### config.mk
export PLATFORM = sky130hd
export DESIGN_NAME = pwm_reload_frequency_control
export DESIGN_NICKNAME = d
export VERILOG_FILES = /design/src/verilog/pwm_reload_frequency_control.v
export VERILOG_INCLUDE_DIRS = /design/src /design/src/verilog
export SDC_FILE = /design/constraint.sdc
export NUM_CORES = 1
export LEC_CHECK = 0
export BUFFER_PORTS_ARGS = -buffer_cell sky130_fd_sc_hd__buf_2
export CORE_MARGIN = 8
export CORE_UTILIZATION = 35
export CTS_BUF_LIST = sky130_fd_sc_hd__clkbuf_4 sky130_fd_sc_hd__clkbuf_8 sky130_fd_sc_hd__clkbuf_16
export DETAILED_ROUTE_END_ITERATION = 8
export GPL_TIMING_DRIVEN = 0
export HOLD_SLACK_MARGIN = 0.12
export REMOVE_ABC_BUFFERS = 1
export SYNTH_ARGS = -nofsm -noshare
export SYNTH_HDL_FRONTEND = slang
export SYNTH_SLANG_ARGS = --single-unit
export TNS_END_PERCENT = 100
### constraint.sdc
create_clock -name hclk -period 4.75 [get_ports hclk]
set_clock_uncertainty 0.1 [all_clocks]
set_input_delay 0.2375 -clock hclk [delete_from_list [all_inputs] [get_ports hclk]]
set_output_delay 0.2375 -clock hclk [all_outputs]
set_load 0.03 [all_outputs]
### src/verilog/pwm_reload_defs.vh
// Register map, field positions, reset values and timing counts of the PWM reload block.
`ifndef PWM_RELOAD_DEFS_VH
`define PWM_RELOAD_DEFS_VH
// Register indexes; the byte address on the bus is four times the index.
`define IDX_ENABLE_CONTROL 8'h20
`define IDX_FREQ_CONTROL 8'h31
`define IDX_GEN_CONFIG 8'h32
`define IDX_MODULUS 8'h34
`define IDX_PULSE_WIDTH 8'h36
`define IDX_IRQ_STATUS 8'h38
`define IDX_IRQ_CLEAR 8'h39
`define IDX_IRQ_ENABLE 8'h3a
// Enable control fields.
`define BIT_GEN_ENABLE 7
`define BIT_LOAD_OKAY 1
`define BIT_RELOAD_IRQ_EN 0
// Frequency control fields.
`define FLD_RELOAD_FREQ_HI 7
`define FLD_RELOAD_FREQ_LO 4
`define BIT_HALF_CYCLE 3
`define FLD_PRESCALER_HI 2
`define FLD_PRESCALER_LO 1
`define BIT_RELOAD_FLAG 0
// Generator configuration fields.
`define BIT_MULTI_TIMEBASE 0
`define BIT_CENTER_ALIGN 1
`define BIT_OVERRIDE_EN 2
`define BIT_OVERRIDE_LEVEL 3
// Reset values.
`define RST_FREQ_FIELD 4'h0
`define RST_PRESCALER 2'h0
`define RST_MODULUS 15'h0000
`define RST_PULSE_WIDTH 15'h0000
// Clock cycles between the internal waveform and the pad.
`define PAD_DELAY_CYCLES 2
`endif

### src/verilog/pwm_reload_frequency_control.v
// PWM generator with buffered reload, reload frequency control and AHB-Lite registers.
//
// Register access over AHB-Lite was chosen for this implementation.
`timescale 1ns/1ps
`include "pwm_reload_defs.vh"

module pwm_reload_frequency_control #(
    parameter ADDR_W = 12,
    parameter CNT_W = 15
) (
    input wire hclk,
    input wire hresetn,
    input wire hsel,
    input wire [ADDR_W-1:0] haddr,
    input wire [1:0] htrans,
    input wire hwrite,
    input wire [2:0] hsize,
    input wire [31:0] hwdata,
    input wire hready,
    output wire hreadyout,
    output wire hresp,
    output reg [31:0] hrdata,
    output wire irq,
    output reg pwm_out
);

    // Register index from a byte address; misaligned addresses never match.
    function [7:0] reg_index;
        input [ADDR_W-1:0] addr;
        begin
            if (addr[1:0] != 2'h0 || addr[ADDR_W-1:10] != {(ADDR_W-10){1'b0}}) begin
                reg_index = 8'hff;
            end else begin
                reg_index = addr[9:2];
            end
        end
    endfunction

    // Prescaler divide mask: 1, 2, 4 or 8 bus clocks per count.
    function [2:0] presc_mask;
        input [1:0] sel;
        begin
            case (sel)
                2'h0: presc_mask = 3'h0;
                2'h1: presc_mask = 3'h1;
                2'h2: presc_mask = 3'h3;
                default: presc_mask = 3'h7;
            endcase
        end
    endfunction

    // Bus state.
    reg wr_pend;
    reg [7:0] wr_idx;
    wire addr_take;
    wire [7:0] a_idx;

    // Software-visible state.
    reg gen_enable;
    reg load_okay;
    reg load_okay_armed;
    reg reload_irq_en;
    reg [3:0] freq_buf;
    reg half_cycle;
    reg [1:0] presc_buf;
    reg reload_flag;
    reg flag_armed;
    reg multi_timebase;
    reg center_align;
    reg override_en;
    reg override_level;
    reg [CNT_W-1:0] mod_buf;
    reg [CNT_W-1:0] width_buf;

    // Active generator state.
    reg [3:0] freq_act;
    reg [3:0] opp_cnt;
    reg [1:0] presc_act;
    reg [CNT_W-1:0] mod_act;
    reg [CNT_W-1:0] width_act;
    reg [2:0] presc_cnt;
    reg [CNT_W-1:0] cnt;
    reg count_down;
    reg pad_stage;

    reg full_evt;
    reg half_evt;
    wire tick;
    wire opportunity;
    wire reload;
    wire wr_en_ctl;
    wire wr_freq;
    wire flag_clear;
    wire pin_level;
    wire rd_take;
    wire wr_gen_cfg;
    wire wr_modulus;
    wire wr_width;
    wire wr_irq_en;
    wire wr_irq_clear;
    reg [7:0] rd_value;

    assign hreadyout = 1'b1;
    assign hresp = 1'b0;
    assign addr_take = hsel && hready && htrans[1];
    assign a_idx = reg_index(haddr);

    // Writes land in the data phase, using the address captured one edge before.
    always @(posedge hclk or negedge hresetn) begin
        if (!hresetn) begin
            wr_pend <= 1'b0;
            wr_idx <= 8'hff;
        end else if (hready) begin
            wr_pend <= addr_take && hwrite;
            wr_idx <= a_idx;
        end
    end

    assign wr_en_ctl = wr_pend && wr_idx == `IDX_ENABLE_CONTROL;
    assign wr_freq = wr_pend && wr_idx == `IDX_FREQ_CONTROL && multi_timebase;
    // One strobe per register keeps the address decode in a single place.
    assign wr_gen_cfg = wr_pend && wr_idx == `IDX_GEN_CONFIG;
    assign wr_modulus = wr_pend && wr_idx == `IDX_MODULUS;
    assign wr_width = wr_pend && wr_idx == `IDX_PULSE_WIDTH;
    assign wr_irq_en = wr_pend && wr_idx == `IDX_IRQ_ENABLE;
    assign wr_irq_clear = wr_pend && wr_idx == `IDX_IRQ_CLEAR;
    assign rd_take = addr_take && !hwrite;

    // Both clearing paths need the arming read and a quiet cycle with no reload.
    assign flag_clear = flag_armed && !reload && (
        (wr_freq && hwdata[`BIT_RELOAD_FLAG]) ||
        (wr_irq_clear && hwdata[0]));

    // Read data is registered in the address phase so it stands through the data phase.
    always @* begin
        rd_value = 8'h00;
        case (a_idx)
            `IDX_ENABLE_CONTROL: begin
                rd_value[`BIT_GEN_ENABLE] = gen_enable;
                rd_value[`BIT_LOAD_OKAY] = load_okay;
                rd_value[`BIT_RELOAD_IRQ_EN] = reload_irq_en;
            end
            `IDX_FREQ_CONTROL: begin
                rd_value[`FLD_RELOAD_FREQ_HI:`FLD_RELOAD_FREQ_LO] = freq_buf;
                rd_value[`BIT_HALF_CYCLE] = half_cycle;
                rd_value[`FLD_PRESCALER_HI:`FLD_PRESCALER_LO] = presc_buf;
                rd_value[`BIT_RELOAD_FLAG] = reload_flag;
            end
            `IDX_GEN_CONFIG: begin
                rd_value[`BIT_MULTI_TIMEBASE] = multi_timebase;
                rd_value[`BIT_CENTER_ALIGN] = center_align;
                rd_value[`BIT_OVERRIDE_EN] = override_en;
                rd_value[`BIT_OVERRIDE_LEVEL] = override_level;
            end
            `IDX_IRQ_STATUS: rd_value[0] = reload_flag;
            `IDX_IRQ_ENABLE: rd_value[0] = reload_irq_en;
            default: rd_value = 8'h00;
        endcase
    end

    // Writes leave hrdata alone, so a master may pick up read data late.
    always @(posedge hclk or negedge hresetn) begin
        if (!hresetn) begin
            hrdata <= 32'h0000_0000;
        end else if (rd_take) begin
            if (a_idx == `IDX_MODULUS) begin
                hrdata <= {{(32-CNT_W){1'b0}}, mod_buf};
            end else if (a_idx == `IDX_PULSE_WIDTH) begin
                hrdata <= {{(32-CNT_W){1'b0}}, width_buf};
            end else begin
                hrdata <= {24'h000000, rd_value};
            end
        end
    end

    // Control and buffer registers.
    always @(posedge hclk or negedge hresetn) begin
        if (!hresetn) begin
            gen_enable <= 1'b0;
            reload_irq_en <= 1'b0;
            freq_buf <= `RST_FREQ_FIELD;
            half_cycle <= 1'b0;
            presc_buf <= `RST_PRESCALER;
            multi_timebase <= 1'b0;
            center_align <= 1'b0;
            override_en <= 1'b0;
            override_level <= 1'b0;
            mod_buf <= `RST_MODULUS;
            width_buf <= `RST_PULSE_WIDTH;
        end else begin
            // Two addresses reach one enable flop; the enable control write wins.
            if (wr_en_ctl) begin
                gen_enable <= hwdata[`BIT_GEN_ENABLE];
                reload_irq_en <= hwdata[`BIT_RELOAD_IRQ_EN];
            end else if (wr_irq_en) begin
                reload_irq_en <= hwdata[0];
            end
            if (wr_freq) begin
                freq_buf <= hwdata[`FLD_RELOAD_FREQ_HI:`FLD_RELOAD_FREQ_LO];
                half_cycle <= hwdata[`BIT_HALF_CYCLE];
                presc_buf <= hwdata[`FLD_PRESCALER_HI:`FLD_PRESCALER_LO];
            end
            if (wr_gen_cfg) begin
                multi_timebase <= hwdata[`BIT_MULTI_TIMEBASE];
                center_align <= hwdata[`BIT_CENTER_ALIGN];
                override_en <= hwdata[`BIT_OVERRIDE_EN];
                override_level <= hwdata[`BIT_OVERRIDE_LEVEL];
            end
            if (wr_modulus) begin
                mod_buf <= hwdata[CNT_W-1:0];
            end
            if (wr_width) begin
                width_buf <= hwdata[CNT_W-1:0];
            end
        end
    end

    // Load okay: a read that sees it clear arms the set; a write of zero
    // always clears. A write in the same cycle as the automatic clear wins,
    // so software never loses a set it just made.
    always @(posedge hclk or negedge hresetn) begin
        if (!hresetn) begin
            load_okay <= 1'b0;
            load_okay_armed <= 1'b0;
        end else begin
            if (rd_take && a_idx == `IDX_ENABLE_CONTROL) begin
                load_okay_armed <= !load_okay;
            end else if (wr_en_ctl) begin
                load_okay_armed <= 1'b0;
            end
            if (wr_en_ctl && !hwdata[`BIT_LOAD_OKAY]) begin
                load_okay <= 1'b0;
            end else if (wr_en_ctl && load_okay_armed) begin
                load_okay <= 1'b1;
            end else if (reload && load_okay) begin
                load_okay <= 1'b0;
            end
        end
    end

    // Reload flag with its arming read; a new reload disarms a pending clear.
    always @(posedge hclk or negedge hresetn) begin
        if (!hresetn) begin
            reload_flag <= 1'b0;
            flag_armed <= 1'b0;
        end else begin
            if (reload) begin
                reload_flag <= 1'b1;
            end else if (flag_clear) begin
                reload_flag <= 1'b0;
            end
            if (reload) begin
                flag_armed <= 1'b0;
            end else if (rd_take && reload_flag &&
                         (a_idx == `IDX_FREQ_CONTROL || a_idx == `IDX_IRQ_STATUS)) begin
                flag_armed <= 1'b1;
            end else if (flag_clear) begin
                flag_armed <= 1'b0;
            end
        end
    end

    assign irq = reload_flag && reload_irq_en;

    // Counter: edge-aligned wraps at the modulus, center-aligned runs up then down.
    assign tick = gen_enable && presc_cnt == presc_mask(presc_act);

    always @* begin
        full_evt = 1'b0;
        half_evt = 1'b0;
        if (tick) begin
            if (!center_align) begin
                full_evt = cnt + 1'b1 >= mod_act;
            end else if (!count_down) begin
                // The half point fires on the tick that reaches the top, as the full point
                // fires on the tick that reaches zero, so both halves last mod ticks.
                half_evt = cnt + 1'b1 >= mod_act;
            end else begin
                full_evt = cnt <= {{(CNT_W-1){1'b0}}, 1'b1};
            end
        end
    end

    // The rate counter counts opportunities; a half point counts as one of them only when half_cycle is set.
    assign opportunity = full_evt || (half_evt && center_align && half_cycle);
    assign reload = opportunity && opp_cnt == freq_act;

    always @(posedge hclk or negedge hresetn) begin
        if (!hresetn) begin
            presc_cnt <= 3'h0;
            cnt <= {CNT_W{1'b0}};
            count_down <= 1'b0;
        end else if (!gen_enable) begin
            presc_cnt <= 3'h0;
            cnt <= {CNT_W{1'b0}};
            count_down <= 1'b0;
        end else begin
            presc_cnt <= tick ? 3'h0 : presc_cnt + 3'h1;
            if (tick) begin
                if (full_evt) begin
                    cnt <= {CNT_W{1'b0}};
                    count_down <= 1'b0;
                end else if (half_evt) begin
                    cnt <= cnt + 1'b1;
                    count_down <= 1'b1;
                end else if (count_down) begin
                    cnt <= cnt - 1'b1;
                end else begin
                    cnt <= cnt + 1'b1;
                end
            end
        end
    end

    // Reload frequency and buffered loads.
    always @(posedge hclk or negedge hresetn) begin
        if (!hresetn) begin
            opp_cnt <= 4'h0;
            freq_act <= `RST_FREQ_FIELD;
            presc_act <= `RST_PRESCALER;
            mod_act <= `RST_MODULUS;
            width_act <= `RST_PULSE_WIDTH;
        end else begin
            // The rate is copied at every reload, loaded or not, so a new rate
            // never cuts the load cycle in progress short.
            if (reload) begin
                opp_cnt <= 4'h0;
                freq_act <= freq_buf;
            end else if (opportunity) begin
                opp_cnt <= opp_cnt + 4'h1;
            end
            if (reload && load_okay) begin
                presc_act <= presc_buf;
                mod_act <= mod_buf;
                width_act <= width_buf;
            end
        end
    end

    // Pin level, then two stages standing in for dead-time insertion.
    // The dead-time logic itself is not modelled, only its latency.
    assign pin_level = gen_enable ? (cnt < width_act) : (override_en && override_level);

    always @(posedge hclk or negedge hresetn) begin
        if (!hresetn) begin
            pad_stage <= 1'b0;
            pwm_out <= 1'b0;
        end else begin
            pad_stage <= pin_level;
            pwm_out <= pad_stage;
        end
    end

endmodule // pwm_reload_frequency_control

; ---- Word level (Yosys, flattened, before mapping)
; Index checks and enable logic that the tools add are counted.
[totals]
regBits = 149
out_inout_bits = 36
wordCells = 143
[classes]
addsub = 4
n_lt_le_gt_ge = 3
n_eq_ne = 20
n_mux = 40
reduce_logical = 48
[op_table]
columns = cell, n
row1 = == test 8 x 6 -> 1 bit (second input constant), 14
row2 = 2-to-1 mux 15 bit, 7
row3 = logical AND 1 bit, 28
row4 = 2-to-1 mux 1 bit, 22
row5 = adder 15 x 1 -> 15 bit (second input constant), 1
row6 = >= comparator 15 bit, 1
row7 = <= comparator 15 x 1 -> 1 bit (second input constant), 1
row8 = < comparator 15 bit, 1
row9 = subtractor 15 x 1 -> 15 bit (second input constant), 1
row10 = nonzero test 2 bit, 6
row11 = 2-to-1 mux 3 bit, 3
row12 = case mux 3 bit (3 select lines), 1
row13 = 2-to-1 mux 4 bit, 2
row14 = 2-to-1 mux 8 bit, 1
row15 = case mux 1 bit (3 select lines), 2
row16 = nonzero test 3 bit, 2
row17 = adder 4 x 1 -> 4 bit (second input constant), 1
row18 = == test 4 bit, 1
row19 = logical NOT 1 bit, 4
row20 = logical OR 1 bit, 4
row21 = case mux 2 bit (2 select lines), 1
row22 = OR reduction 2 bit, 2
row23 = adder 3 x 1 -> 3 bit (second input constant), 1
row24 = == test 3 bit, 1
row25 = other kinds (7), 7

; ---- Logic depth before layout (Yosys ltp)
; Gate-level depths: netlist of run 1.
[depth]
word_depth = 15
ltp_mapped = 15
ltp_nobuf = 13

; ---- Least setup slack after synthesis of run 1
; Ideal clock, no wire load.
[synth_path]
path_kind = register to register
start = reg cnt[3]
end = reg mod_act[0]
setup_ps = 125
t_arrival_ps = 3549
slack_ps = 976
stages_incl_launch_ff = 16
n_path_buf = 2
path_cell_list = dfrtp_1 -> clkbuf_1 -> nand3_1 -> nor2_1 -> nand2_1 -> nor3_1 -> xor2_1 -> ha_1 -> a21oi_1 -> nand2_1 -> a221oi_1 -> o21ai_1 -> a31oi_2 -> nand3b_4 -> buf_6 -> mux2_4
[synth_via]
elab_chain_len = 10
[synth_lines]
columns = item, line
row1 = "start, declared", pwm_reload_frequency_control.v:82  ; reg [CNT_W-1:0] cnt;
row2 = "start signal, assigned", pwm_reload_frequency_control.v:291  ; cnt <= {CNT_W{1'b0}};
row3 = "start signal, assigned", pwm_reload_frequency_control.v:295  ; cnt <= {CNT_W{1'b0}};
row4 = "start signal, assigned", pwm_reload_frequency_control.v:301  ; cnt <= {CNT_W{1'b0}};
row5 = adder 15 x 1 -> 15 bit, "pwm_reload_frequency_control.v:273, pwm_reload_frequency_control.v:277"
row6 = >= comparator 15 bit, "pwm_reload_frequency_control.v:273, pwm_reload_frequency_control.v:277"
row7 = 2-to-1 mux 1 bit, pwm_reload_frequency_control.v:274  ; end else if (!count_down) begin
row8 = 2-to-1 mux 1 bit, pwm_reload_frequency_control.v:272  ; if (!center_align) begin
row9 = 2-to-1 mux 1 bit, pwm_reload_frequency_control.v:271  ; if (tick) begin
row10 = logical AND 1 bit (2 in series), pwm_reload_frequency_control.v:285  ; assign opportunity = full_evt || (half_evt && center_align && half_cycle);
row11 = logical OR 1 bit (*), pwm_reload_frequency_control.v:285
row12 = logical AND 1 bit (*), pwm_reload_frequency_control.v:286  ; assign reload = opportunity && opp_cnt == freq_act;
row13 = logical AND 1 bit (*), pwm_reload_frequency_control.v:332  ; if (reload && load_okay) begin
row14 = "end signal, assigned", pwm_reload_frequency_control.v:321  ; mod_act <= `RST_MODULUS;
row15 = "end signal, assigned", pwm_reload_frequency_control.v:334  ; mod_act <= mod_buf;
row16 = "end, declared", pwm_reload_frequency_control.v:79  ; reg [CNT_W-1:0] mod_act;
; Every way passes the cells marked *; elsewhere a longest branch is shown, timed or not.
; A chain may end at the register's enable or synchronous reset.

; ---- Worst setup path in the final report of run 1
[layout_path]
start = reg cnt[2]
end = reg width_act[4]
[layout_via]
elab_chain_len = 10
[layout_lines]
columns = item, line
row1 = adder 15 x 1 -> 15 bit, "pwm_reload_frequency_control.v:273, pwm_reload_frequency_control.v:277"
row2 = >= comparator 15 bit, "pwm_reload_frequency_control.v:273, pwm_reload_frequency_control.v:277"
row3 = 2-to-1 mux 1 bit, pwm_reload_frequency_control.v:274
row4 = 2-to-1 mux 1 bit, pwm_reload_frequency_control.v:272
row5 = 2-to-1 mux 1 bit, pwm_reload_frequency_control.v:271
row6 = logical AND 1 bit (2 in series), pwm_reload_frequency_control.v:285
row7 = logical OR 1 bit (*), pwm_reload_frequency_control.v:285
row8 = logical AND 1 bit (*), pwm_reload_frequency_control.v:286
row9 = logical AND 1 bit (*), pwm_reload_frequency_control.v:332
row10 = "end signal, assigned", pwm_reload_frequency_control.v:322  ; width_act <= `RST_PULSE_WIDTH;
row11 = "end signal, assigned", pwm_reload_frequency_control.v:335  ; width_act <= width_buf;
row12 = "end, declared", pwm_reload_frequency_control.v:80  ; reg [CNT_W-1:0] width_act;
; Marks and branches as above.

==> out/qor.yml, run 1 <==
outcome:
  run_status: "complete, no violations"
global_route:
  first_pass_grt_wire_length_um: 28800
  global_route.usage.total_pct: 13.8
  grt-ovfl-total: 0
  grt_pass1_vias: 5511
  number_of_antenna_violations_at_the_first_check_in_global_routing: 0
  grt_max_degree: 91
sta:
  final_max_slew_viol_count: 0
  worst_slew_pin_slew_ns: 1.28
  share_of_the_clock_period_used_by_the_worst_path_after_layout_pct: 92.9
  slew-limit-headroom_pct: 14.2
  max_clock_freq_mhz: 227
  period_needed_ns: 4.41
  finalSetupViolCount: 0
  grt_setup_unrepaired: "false"
  timing.hold.ws_ns: 0.220
  final-hold-violation-count: 0
  pnr_worst_setup_slack_ns: 0.337
synth:
  synth_cells: 682
  synth-async-reset-ratio_pct: 100
  ys_seq_elements: 132
  synthesis.yosys.warnings: 0
  synth.yosys.seq_area_share_pct: 46.1
  syn-mean-instance-area_um2: 10.5
  edff_count_synth: 0
  synthTopCellsByArea: "sky130_fd_sc_hd__dfrtp_1 (43%), sky130_fd_sc_hd__mux2_2 (6.3%), sky130_fd_sc_hd__mux2_4 (6.3%)"
  netlist.area_leader.share_pct: 43.1
  netlist_area_um2: 7190
  synth_top_flop_cell: "sky130_fd_sc_hd__dfrtp_1"
  yosysTopAreaCell: "sky130_fd_sc_hd__dfrtp_1"
  yosysUniqueCellTypes: 63
clock_tree:
  cts_tree: "yes"
  clock_latency_ns: 0.42
  cts.clk_slew.worst_paths_ns: 0.06
  htreeDepth: 4
  cts_num_sinks: 132
  num_cts_buffers: 17
  root_buffer: "sky130_fd_sc_hd__clkbuf_16"
  clock_tree.buffer_depth: 2
floorplan:
  floorplan.core_area_um2: 20200
  core.rowCount: 52
  floorplan.die.height_um: 159
  die-area_um2: 25400
  horizontal_die_dimension_um: 159
  top_level_pins: 90
  effective_utilization_at_floorplan_pct: 35.5
detailed_routing:
  wl_per_cell_um: 16.4
  route.layer.met1.wl_um: 7890
  drt_drc_violations_left: 0
  dr.max_layer_used: "met4"
  detail_route.iter0.violations: 320
  drt_wl_total_um: 17100
  met3_length_um: 649
  via_count: 5341
  detailroute.wirelength.met2_um: 8360
  post_drt_via_cell_ratio: 5.12
  ant_nets: 0
  drt_first_pass_iters: 5
final_layout:
  stdcell_count: 1044
  fillCellCount: 1922
  num-nets-final: 849
  most-common-layout-cells: "sky130_fd_sc_hd__dfrtp_1 (124), sky130_fd_sc_hd__nor2_1 (62), sky130_fd_sc_hd__buf_2 (48), sky130_fd_sc_hd__nand2_1 (43)"
  final_layout_size_suffix_gt1_share_pct: 23.0
  areaGrowthSynthToFinish_pct: 20.9
  layout_commonest_cell: "sky130_fd_sc_hd__dfrtp_1"
  n_antenna_cell: 0
power_and_ir_drop:
  power_per_unit_of_standard_cell_area_nw_per_um2: 466
  leakagePower_nw: 4.01
  fin_total_pwr_w: 0.00405
  vdd_ir_drop_max_mv: 0.256
critical_path:
  path_max_fanout: 16
  arrival_ns: 4.62
  worst_ep_required_time_ns: 4.95
  start_kind: "register"
  timing_worst_setup_path_type: "reg2reg"
  setup.worst_path.end_class: "register"
hold_path:
  holdCritPathClass: "in2async"
placed_design:
  finalWeightedCongestion: 0.813
  place_hpwl_um: 11600
  total_of_buffers_placed_on_input_and_output_ports: 49
  pre_cts_ws_ns: -0.149
  number_of_instances_in_the_placed_design: 973
job:
  cap_violations: 0
-- metrics by stage --
| stage | cell area, µm² | util, % | setup TNS (ns) |
|---|---|---|---|
| 6_report | 8700 | 43.0 | 0 |
| 5_1_grt | 8700 | 43.0 | 0 |
| 4_1_cts | 8630 | 42.7 | 0 |
| 3_5_place_dp | 7620 | 37.7 | -3.89 |
| 3_3_place_gp | 7570 | 37.4 | -4.99 |
| 2_1_floorplan | 6980 | - | 0 |
-- sequential cells by signal (all words and copies together) (netlist names), 3 cells and up --
signal,flops
cnt,15
wr_idx,8
presc_cnt,3
freq_act,4
mod_act,15
hrdata,15
width_buf,15
freq_buf,4
opp_cnt,4
width_act,15
mod_buf,15
-- critical path: stages (launching register included) --
cell                       delay (ns)
sky130_fd_sc_hd__dfrtp_1         0.60
sky130_fd_sc_hd__nand3_1         0.24
sky130_fd_sc_hd__nor2_2          0.35
sky130_fd_sc_hd__nand2_1         0.19
sky130_fd_sc_hd__nor3_1          0.26
sky130_fd_sc_hd__xor2_1          0.20
sky130_fd_sc_hd__ha_1            0.28
sky130_fd_sc_hd__a21oi_1         0.16
sky130_fd_sc_hd__nand2_1         0.07
sky130_fd_sc_hd__a221oi_1        0.42
sky130_fd_sc_hd__o21ai_2         0.26
sky130_fd_sc_hd__a31oi_4         0.38
sky130_fd_sc_hd__nand3b_4        0.44
sky130_fd_sc_hd__mux2_4          0.34
-- layout make-up --
| type | instances | area [µm²] | area share [%] |
|---|---|---|---|
| Multi-Input combinational cell | 481 | 3560 | 40.9 |
| Sequential cell | 132 | 3310 | 38.1 |
| Timing Repair Buffer | 89 | 704 | 8.10 |
| Clock buffer | 17 | 425 | 4.89 |
| Tap cell | 270 | 338 | 3.88 |
| Clock inverter | 15 | 205 | 2.36 |
| Inverter | 40 | 150 | 1.73 |
-- path summary, 6_finish.rpt --
check	start	to	slack (ns)	depth (start not counted)
max	cnt[2]$_DFFE_PN0P_	width_act[4]$_DFFE_PN0P_	0.34	13
min	hresetn	reload_irq_en$_DFFE_PN0P_	0.22	2
max reg2reg	cnt[2]$_DFFE_PN0P_	width_act[4]$_DFFE_PN0P_	0.34	13
min reg2reg	pad_stage$_DFF_PN0_	pwm_out$_DFF_PN0_	0.26	0
max in group asynchronous	hresetn	cnt[13]$_DFFE_PN0P_	3.55	3
min in group hclk	pad_stage$_DFF_PN0_	pwm_out$_DFF_PN0_	0.26	0
-- power by group --
group / leakage [nW] / switching [W] / internal, W
Clock: 0.300 / 0.000519 / 0.000882
Sequential: 1.67 / 0.000241 / 0.00127
Combinational: 2.04 / 0.000662 / 0.000485
-- per-layer routing --
metal | global-route usage [%] | up-vias
met5 | 0 | -
met1 | 17.9 | 2640
met3 | 2.35 | 13
met4 | 4.67 | 0
met2 | 22.8 | 120
li1 | - | 2568
-- logic make-up after synthesis --
logic type,synth area share [%]
flip-flops,46.1
AO/OA/AOI/OAI,11.7
buffers and inverters,5.88
other,0.104
XOR/XNOR,2.56
multiplexers,13.5
adder cells (fa/ha/maj),5.92
AND/OR/NAND/NOR,14.3
-- synthesized netlist by cell type, types with 13 or more instances --
master	number
sky130_fd_sc_hd__buf_4	19
sky130_fd_sc_hd__mux2_4	30
sky130_fd_sc_hd__nor2_1	64
sky130_fd_sc_hd__nand2_1	43
sky130_fd_sc_hd__dfrtp_1	124
sky130_fd_sc_hd__clkbuf_1	23
sky130_fd_sc_hd__o21ai_0	13
sky130_fd_sc_hd__o21ai_1	15
sky130_fd_sc_hd__ha_1	34
sky130_fd_sc_hd__nand3_1	23
sky130_fd_sc_hd__mux2_2	40
sky130_fd_sc_hd__inv_1	40
sky130_fd_sc_hd__a21oi_1	36
-- what timing repair did --
item,4_1_cts,5_1_grt
setup endpoints to repair,32,52
gates cloned,1,0
hold buffers,35,0
gates resized for setup,2,2
endpoints found under the hold margin,111,0
buffers inserted,0,3
Note: power is estimated with default switching activity, not from simulation.
==> run 2, diff against run 1 <==
- BUFFER_PORTS_ARGS: -buffer_cell sky130_fd_sc_hd__buf_2 -> -buffer_cell sky130_fd_sc_hd__buf_4
- clock period: 4.75 -> 5.5 ns (I/O delays scaled with it)
==> run 2 against run 1 <==
Net effect:
- wire length is 2.4% lower
- cell count is 0.96% lower
- utilization is 0.36 points lower
- clock power is 21% lower
- sequential share of layout area is 0.33 points higher
- critical endpoint is now mod_act[8]$_DFFE_PN0P_
- largest cell class unchanged
- largest power group unchanged
- highest routed layer unchanged
==> out/qor.yml, run 2 (synthesized netlist as in run 1, its figures left out) <==
hold_path:
  holdCritPathClass: "in2reg"
floorplan:
  floorplan.core_area_um2: 20200  # unchanged
  top_level_pins: 90  # unchanged
  die-area_um2: 25400  # unchanged
  effective_utilization_at_floorplan_pct: 35.5  # unchanged
  floorplan.die.height_um: 159  # unchanged
  horizontal_die_dimension_um: 159  # unchanged
  core.rowCount: 52  # unchanged
detailed_routing:
  detail_route.iter0.violations: 482  # +51%
  ant_nets: 0  # unchanged
  drt_first_pass_iters: 6  # +1
  drt_drc_violations_left: 0  # unchanged
  wl_per_cell_um: 16.1  # -1.5%
  drt_wl_total_um: 16700  # -2.4%
  via_count: 5238  # -1.9%
  post_drt_via_cell_ratio: 5.07  # -0.98%
critical_path:
  start_kind: "register"
  critical_path.startpoint: "cnt[2]$_DFFE_PN0P_"
  arrival_ns: 5.15  # +0.53 ns
  r2r_slack_ns: 0.55  # +0.21 ns
  timing_worst_setup_path_type: "reg2reg"
  worstPathBufferInverterCount: 0  # unchanged
  path_max_fanout: 32  # +16
  worstSetupPathDepth: 12  # -1
  critPathCapture: "mod_act[8]$_DFFE_PN0P_"
  setup.worst_path.end_class: "register"
  worst_ep_required_time_ns: 5.70  # +0.75 ns
  cpMaxStageDelayCell: "sky130_fd_sc_hd__nand3b_4"
  cell_breakdown_of_the_critical_path: "nand3_1, nor2_1, nand2_1, nor3_1, xor2_1, ha_1, and4_1, nand2_1, o21ai_1, a31oi_2, nand3b_4, mux2_1"
  worstRegToRegCells: 12  # -1
  critical_path.max_stage_delay_ns: 0.70  # +0.10 ns
  critical_path.top_delay_family: "simple AND/OR/NAND/NOR gates"
  path_common_cell: "sky130_fd_sc_hd__nand2_1"
  regToRegEndpoint: "mod_act[8]$_DFFE_PN0P_"
  crit_reg_reg_startpoint: "cnt[2]$_DFFE_PN0P_"
final_layout:
  post-route-util_pct: 42.6  # -0.36 points
  n_antenna_cell: 0  # unchanged
  fillCellCount: 1965  # +2.2%
  most-common-layout-cells: "sky130_fd_sc_hd__dfrtp_1 (124), sky130_fd_sc_hd__nor2_1 (63), sky130_fd_sc_hd__buf_4 (48), sky130_fd_sc_hd__nand2_1 (43)"
  final_layout_size_suffix_gt1_share_pct: 22.4  # -0.62 points
  areaGrowthSynthToFinish_pct: 19.9
  num-nets-final: 840  # -1.1%
  layout_commonest_cell: "sky130_fd_sc_hd__dfrtp_1"
sta:
  final_max_slew_viol_count: 0  # unchanged
  max_clock_freq_mhz: 202  # -11%
  share_of_the_clock_period_used_by_the_worst_path_after_layout_pct: 90.0  # -2.9 points
  finalSetupViolCount: 0  # unchanged
  final-hold-violation-count: 0  # unchanged
  grt_setup_unrepaired: "false"
  finalSetupTns_ns: 0  # unchanged
  period_needed_ns: 4.95  # +0.537 ns
  worst_slew_pin_slew_ns: 1.30  # +0.0170 ns
  slew-limit-headroom_pct: 13.1  # -1.1 points
clock_tree:
  post_cts.resized_instances: 0  # -2
  root_buffer: "sky130_fd_sc_hd__clkbuf_16"
  clock_latency_ns: 0.42  # about the same
  htreeDepth: 4  # unchanged
  cts_num_sinks: 132  # unchanged
  cts_tree: "yes"
  num_cts_buffers: 17  # unchanged
  cts.clk_slew.worst_paths_ns: 0.06  # about the same
  ctsHoldBuffers: 30  # -14%
  clock_tree.buffer_depth: 2  # unchanged
  post_cts_buffers: 0  # unchanged
global_route:
  global_route.usage.total_pct: 13.6  # -0.16 points
  first_pass_grt_wire_length_um: 28200  # -1.9%
  grt_pass1_vias: 5370  # -2.6%
  number_of_antenna_violations_at_the_first_check_in_global_routing: 0  # unchanged
  grt_max_degree: 90  # -1.1%
  grt-ovfl-total: 0  # unchanged
outcome:
  run_status: "complete, no violations"
power_and_ir_drop:
  leakagePower_nw: 3.96  # -1.2%
  vdd_ir_drop_max_mv: 0.214  # -17%
  fin_total_pwr_w: 0.00339  # -16%
  power_per_unit_of_standard_cell_area_nw_per_um2: 393  # -16%
placed_design:
  finalWeightedCongestion: 0.814  # about the same
  place_hpwl_um: 11700  # +1.0%
  total_of_buffers_placed_on_input_and_output_ports: 49  # unchanged
job:
  cap_violations: 0  # unchanged
-- run 2: how the worst min path moves through the flow --
stage,cells past startpoint,from,slack (ns),to
floorplan,0,hresetn,-0.12,center_align$_DFFE_PN0P_
global placement,0,pad_stage$_DFF_PN0_,0.25,pwm_out$_DFF_PN0_
detailed placement,1,hresetn,0.13,wr_pend$_DFFE_PN0P_
CTS,2,hresetn,0.24,wr_pend$_DFFE_PN0P_
global route,3,haddr[5],0.27,hrdata[0]$_DFFE_PN0P_
finish,3,haddr[5],0.25,hrdata[0]$_DFFE_PN0P_
-- run 2: layout make-up --
class	instances	area, µm²	area share, %
clock inverters	7	72.6	0.842
inverters	40	150	1.74
well taps	270	338	3.92
clock buffers	24	509	5.91
flip-flops and latches	132	3310	38.4
multi-input cells	480	3530	40.9
repair buffers	81	714	8.28
-- run 2: power by group --
group	internal, W	switching (W)
registers	0.00109	0.000210
logic	0.000427	0.000554
clock network	0.000688	0.000413
-- run 2: through the flow --
stage / setup WS, ns / instances / hold slack, ns / area (µm²)
4_1_cts: 0.547 / 1034 / 0.238 / 8620
2_1_floorplan: 1.61 / 652 / -0.121 / 6980
6_report: 0.550 / 1034 / 0.253 / 8620
3_5_place_dp: 0.588 / 973 / 0.128 / 7740
3_3_place_gp: 0.549 / 971 / 0.246 / 7690
5_1_grt: 0.224 / 1034 / 0.272 / 8620
-- run 2: worst reg2reg max path, delay by kind of cell, from the launching register on --
family          cells  cell delay, ns
compound gates      2            1.01
flops               1            0.61
mux                 1            0.56
simple gates        7            2.13
xor+xnor            1            0.11
fa+ha+maj           1            0.32
-- run 2: routing by layer --
layer  GRT usage, %  wire length [µm]  up-vias
met5              0                 0        -
met4           5.10               229        0
met3           3.05               650       16
met2           21.7              7980      115
met1           17.8              7810     2557
li1               -                 -     2550
==> run 3, diff against run 2 <==
- REMOVE_ABC_BUFFERS: 1 -> default
==> run 3 against run 2 <==
Net effect:
- die area is the same
- sequential cell count is the same
- clock power grew 17%
- critical path type unchanged
==> out/qor.yml, run 3 (synthesized netlist as in run 1, its figures left out) <==
detailed_routing:
  post_drt_via_cell_ratio: 5.05  # -0.25%
  detail_route.iter0.violations: 440  # -8.7%
  drt_drc_violations_left: 0  # unchanged
  wl_per_cell_um: 16.6  # +2.6%
  via_count: 5412  # +3.3%
  ant_nets: 0  # unchanged
  drt_wl_total_um: 17700  # +6.3%
  drt_first_pass_iters: 6  # unchanged
clock_tree:
  root_buffer: "sky130_fd_sc_hd__clkbuf_16"
  cts_tree: "yes"
  htreeDepth: 4  # unchanged
  post_cts_buffers: 0  # unchanged
  num_cts_buffers: 17  # unchanged
  clock_tree.buffer_depth: 2  # unchanged
  ctsHoldBuffers: 23  # -23%
  cts_num_sinks: 132  # unchanged
  post_cts.resized_instances: 0  # unchanged
  clock_latency_ns: 0.42  # about the same
  cts.clk_slew.worst_paths_ns: 0.06  # about the same
power_and_ir_drop:
  vdd_ir_drop_max_mv: 0.230  # +7.7%
  sequentialPowerShare_pct: 34.3  # -4.2 points
  p_comb_share_pct: 30.0  # +1.0 points
  leakagePower_nw: 4.11  # +3.8%
  internal_power_w: 0.00239  # +8.4%
  power_per_unit_of_standard_cell_area_nw_per_um2: 407  # +3.6%
  power.share.switching_pct: 33.7  # -1.1 points
  p_clk_share_pct: 35.7  # +3.2 points
  power_switching_w: 0.00122  # +3.4%
floorplan:
  floorplan.core_area_um2: 20200  # unchanged
  horizontal_die_dimension_um: 159  # unchanged
  core.rowCount: 52  # unchanged
  floorplan.die.height_um: 159  # unchanged
  die-area_um2: 25400  # unchanged
  top_level_pins: 90  # unchanged
  effective_utilization_at_floorplan_pct: 35.5  # unchanged
placed_design:
  finalWeightedCongestion: 0.828  # +1.7%
  total_of_buffers_placed_on_input_and_output_ports: 46  # -6.1%
  place_hpwl_um: 12700  # +8.9%
final_layout:
  most-common-layout-cells: "sky130_fd_sc_hd__dfrtp_1 (124), sky130_fd_sc_hd__nor2_1 (64), sky130_fd_sc_hd__buf_4 (64), sky130_fd_sc_hd__nand2_1 (43)"
  layout_commonest_cell: "sky130_fd_sc_hd__dfrtp_1"
  post-route-util_pct: 43.9  # +1.2 points
  num-nets-final: 876  # +4.3%
  areaGrowthSynthToFinish_pct: 23.4
  final_layout_size_suffix_gt1_share_pct: 23.7  # +1.3 points
  n_antenna_cell: 0  # unchanged
  fillCellCount: 1896  # -3.5%
sta:
  slew-limit-headroom_pct: 32.2  # +19 points
  max_clock_freq_mhz: 208  # +2.9%
  grt_setup_unrepaired: "false"
  period_needed_ns: 4.81  # -0.140 ns
  finalSetupTns_ns: 0  # unchanged
  share_of_the_clock_period_used_by_the_worst_path_after_layout_pct: 87.5  # -2.5 points
  final-hold-violation-count: 0  # unchanged
  finalSetupViolCount: 0  # unchanged
  worst_slew_pin_slew_ns: 1.01  # -0.285 ns
  final_max_slew_viol_count: 0  # unchanged
global_route:
  first_pass_grt_wire_length_um: 29300  # +4.0%
  number_of_antenna_violations_at_the_first_check_in_global_routing: 0  # unchanged
  global_route.usage.total_pct: 14.3  # +0.64 points
  grt-ovfl-total: 0  # unchanged
  grt_pass1_vias: 5425  # +1.0%
  grt_max_degree: 73  # -19%
critical_path:
  setup.worst_path.end_class: "register"
  arrival_ns: 5.01  # -0.14 ns
  start_kind: "register"
  worst_ep_required_time_ns: 5.70  # about the same
  path_max_fanout: 10  # -69%
  timing_worst_setup_path_type: "reg2reg"
hold_path:
  holdCritPathClass: "in2reg"
outcome:
  run_status: "complete, no violations"
job:
  cap_violations: 0  # unchanged
run 3: changes by cell type in the layout (fill, tap and decap cells not counted), sizes merged:
| cell | delta |
|---|---|
| buf | +20 |
| clkbuf | +20 |
| dlygate4sd3 | -7 |
| bufinv | +4 |
| clkinv | -3 |
| inv | +2 |
| clkinvlp | +1 |
run 3: worst paths after layout:
path	start	endpoint	slack, ns	cells after the start
setup / recovery	cnt[3]$_DFFE_PN0P_	width_act[5]$_DFFE_PN0P_	0.69	15
hold / removal	haddr[2]	wr_idx[0]$_DFFE_PN1P_	0.17	3
setup reg to reg	cnt[3]$_DFFE_PN0P_	width_act[5]$_DFFE_PN0P_	0.69	15
hold reg to reg	pad_stage$_DFF_PN0_	pwm_out$_DFF_PN0_	0.25	0
max in group asynchronous	hresetn	wr_idx[2]$_DFFE_PN1P_	4.20	3
min in group asynchronous	hresetn	cnt[13]$_DFFE_PN0P_	0.31	2
run 3: final cells by class:
cell class                 instances  area, µm²  area share (%)
buffer                            47        273            3.07
clock buffer                      21        480            5.41
clock inverter                    11        195            2.20
inverter                          40        150            1.69
multi-input combinational        480       3520            39.7
sequential                       132       3310            37.3
tap                              270        338            3.81
timing repair buffer              70        607            6.84
run 3: worst max-delay path, stage by stage, from the launching register on:
cell	delay, ns
sky130_fd_sc_hd__dfrtp_1	0.36
sky130_fd_sc_hd__clkbuf_1	0.32
sky130_fd_sc_hd__nand3_1	0.19
sky130_fd_sc_hd__nor2_1	0.42
sky130_fd_sc_hd__nand2_1	0.22
sky130_fd_sc_hd__nor3_1	0.31
sky130_fd_sc_hd__xor2_1	0.22
sky130_fd_sc_hd__ha_1	0.28
sky130_fd_sc_hd__a21oi_1	0.14
sky130_fd_sc_hd__nand2_1	0.06
sky130_fd_sc_hd__a221oi_1	0.38
sky130_fd_sc_hd__o21ai_1	0.37
sky130_fd_sc_hd__a31oi_2	0.49
sky130_fd_sc_hd__nand3b_4	0.28
sky130_fd_sc_hd__buf_6	0.22
sky130_fd_sc_hd__mux2_4	0.31
run 3: through the flow:
step | worst slack (ns) | cells | hold slack (ns) | power, W | area (µm²)
after global placement | 0.800 | 1015 | 0.235 | 0.00230 | 7940
after detailed placement | 0.801 | 1016 | 0.204 | 0.00232 | 7970
after floorplan | 1.73 | 699 | -0.121 | 0.00200 | 7260
after CTS | 0.752 | 1071 | 0.151 | 0.00364 | 8880
after global routing | 0.280 | 1071 | 0.200 | 0.00384 | 8880
final | 0.690 | 1071 | 0.169 | 0.00361 | 8880
run 3: power groups by stage:
stage	Combinational [W]	Clock, W	Sequential (W)
after floorplan	0.000758	0	0.00125
after global placement	0.00104	0	0.00125
after detailed placement	0.00107	0	0.00125
after CTS	0.00109	0.00131	0.00124
after global routing	0.00123	0.00135	0.00126
final	0.00108	0.00129	0.00124
run 3: layer usage:
metal / global-route usage (%) / share of wire, %
met2: 22.5 / 47
met5: 0 / 0
met1: 19.3 / 49
met3: 2.87 / 3.4
met4: 4.63 / 1.1
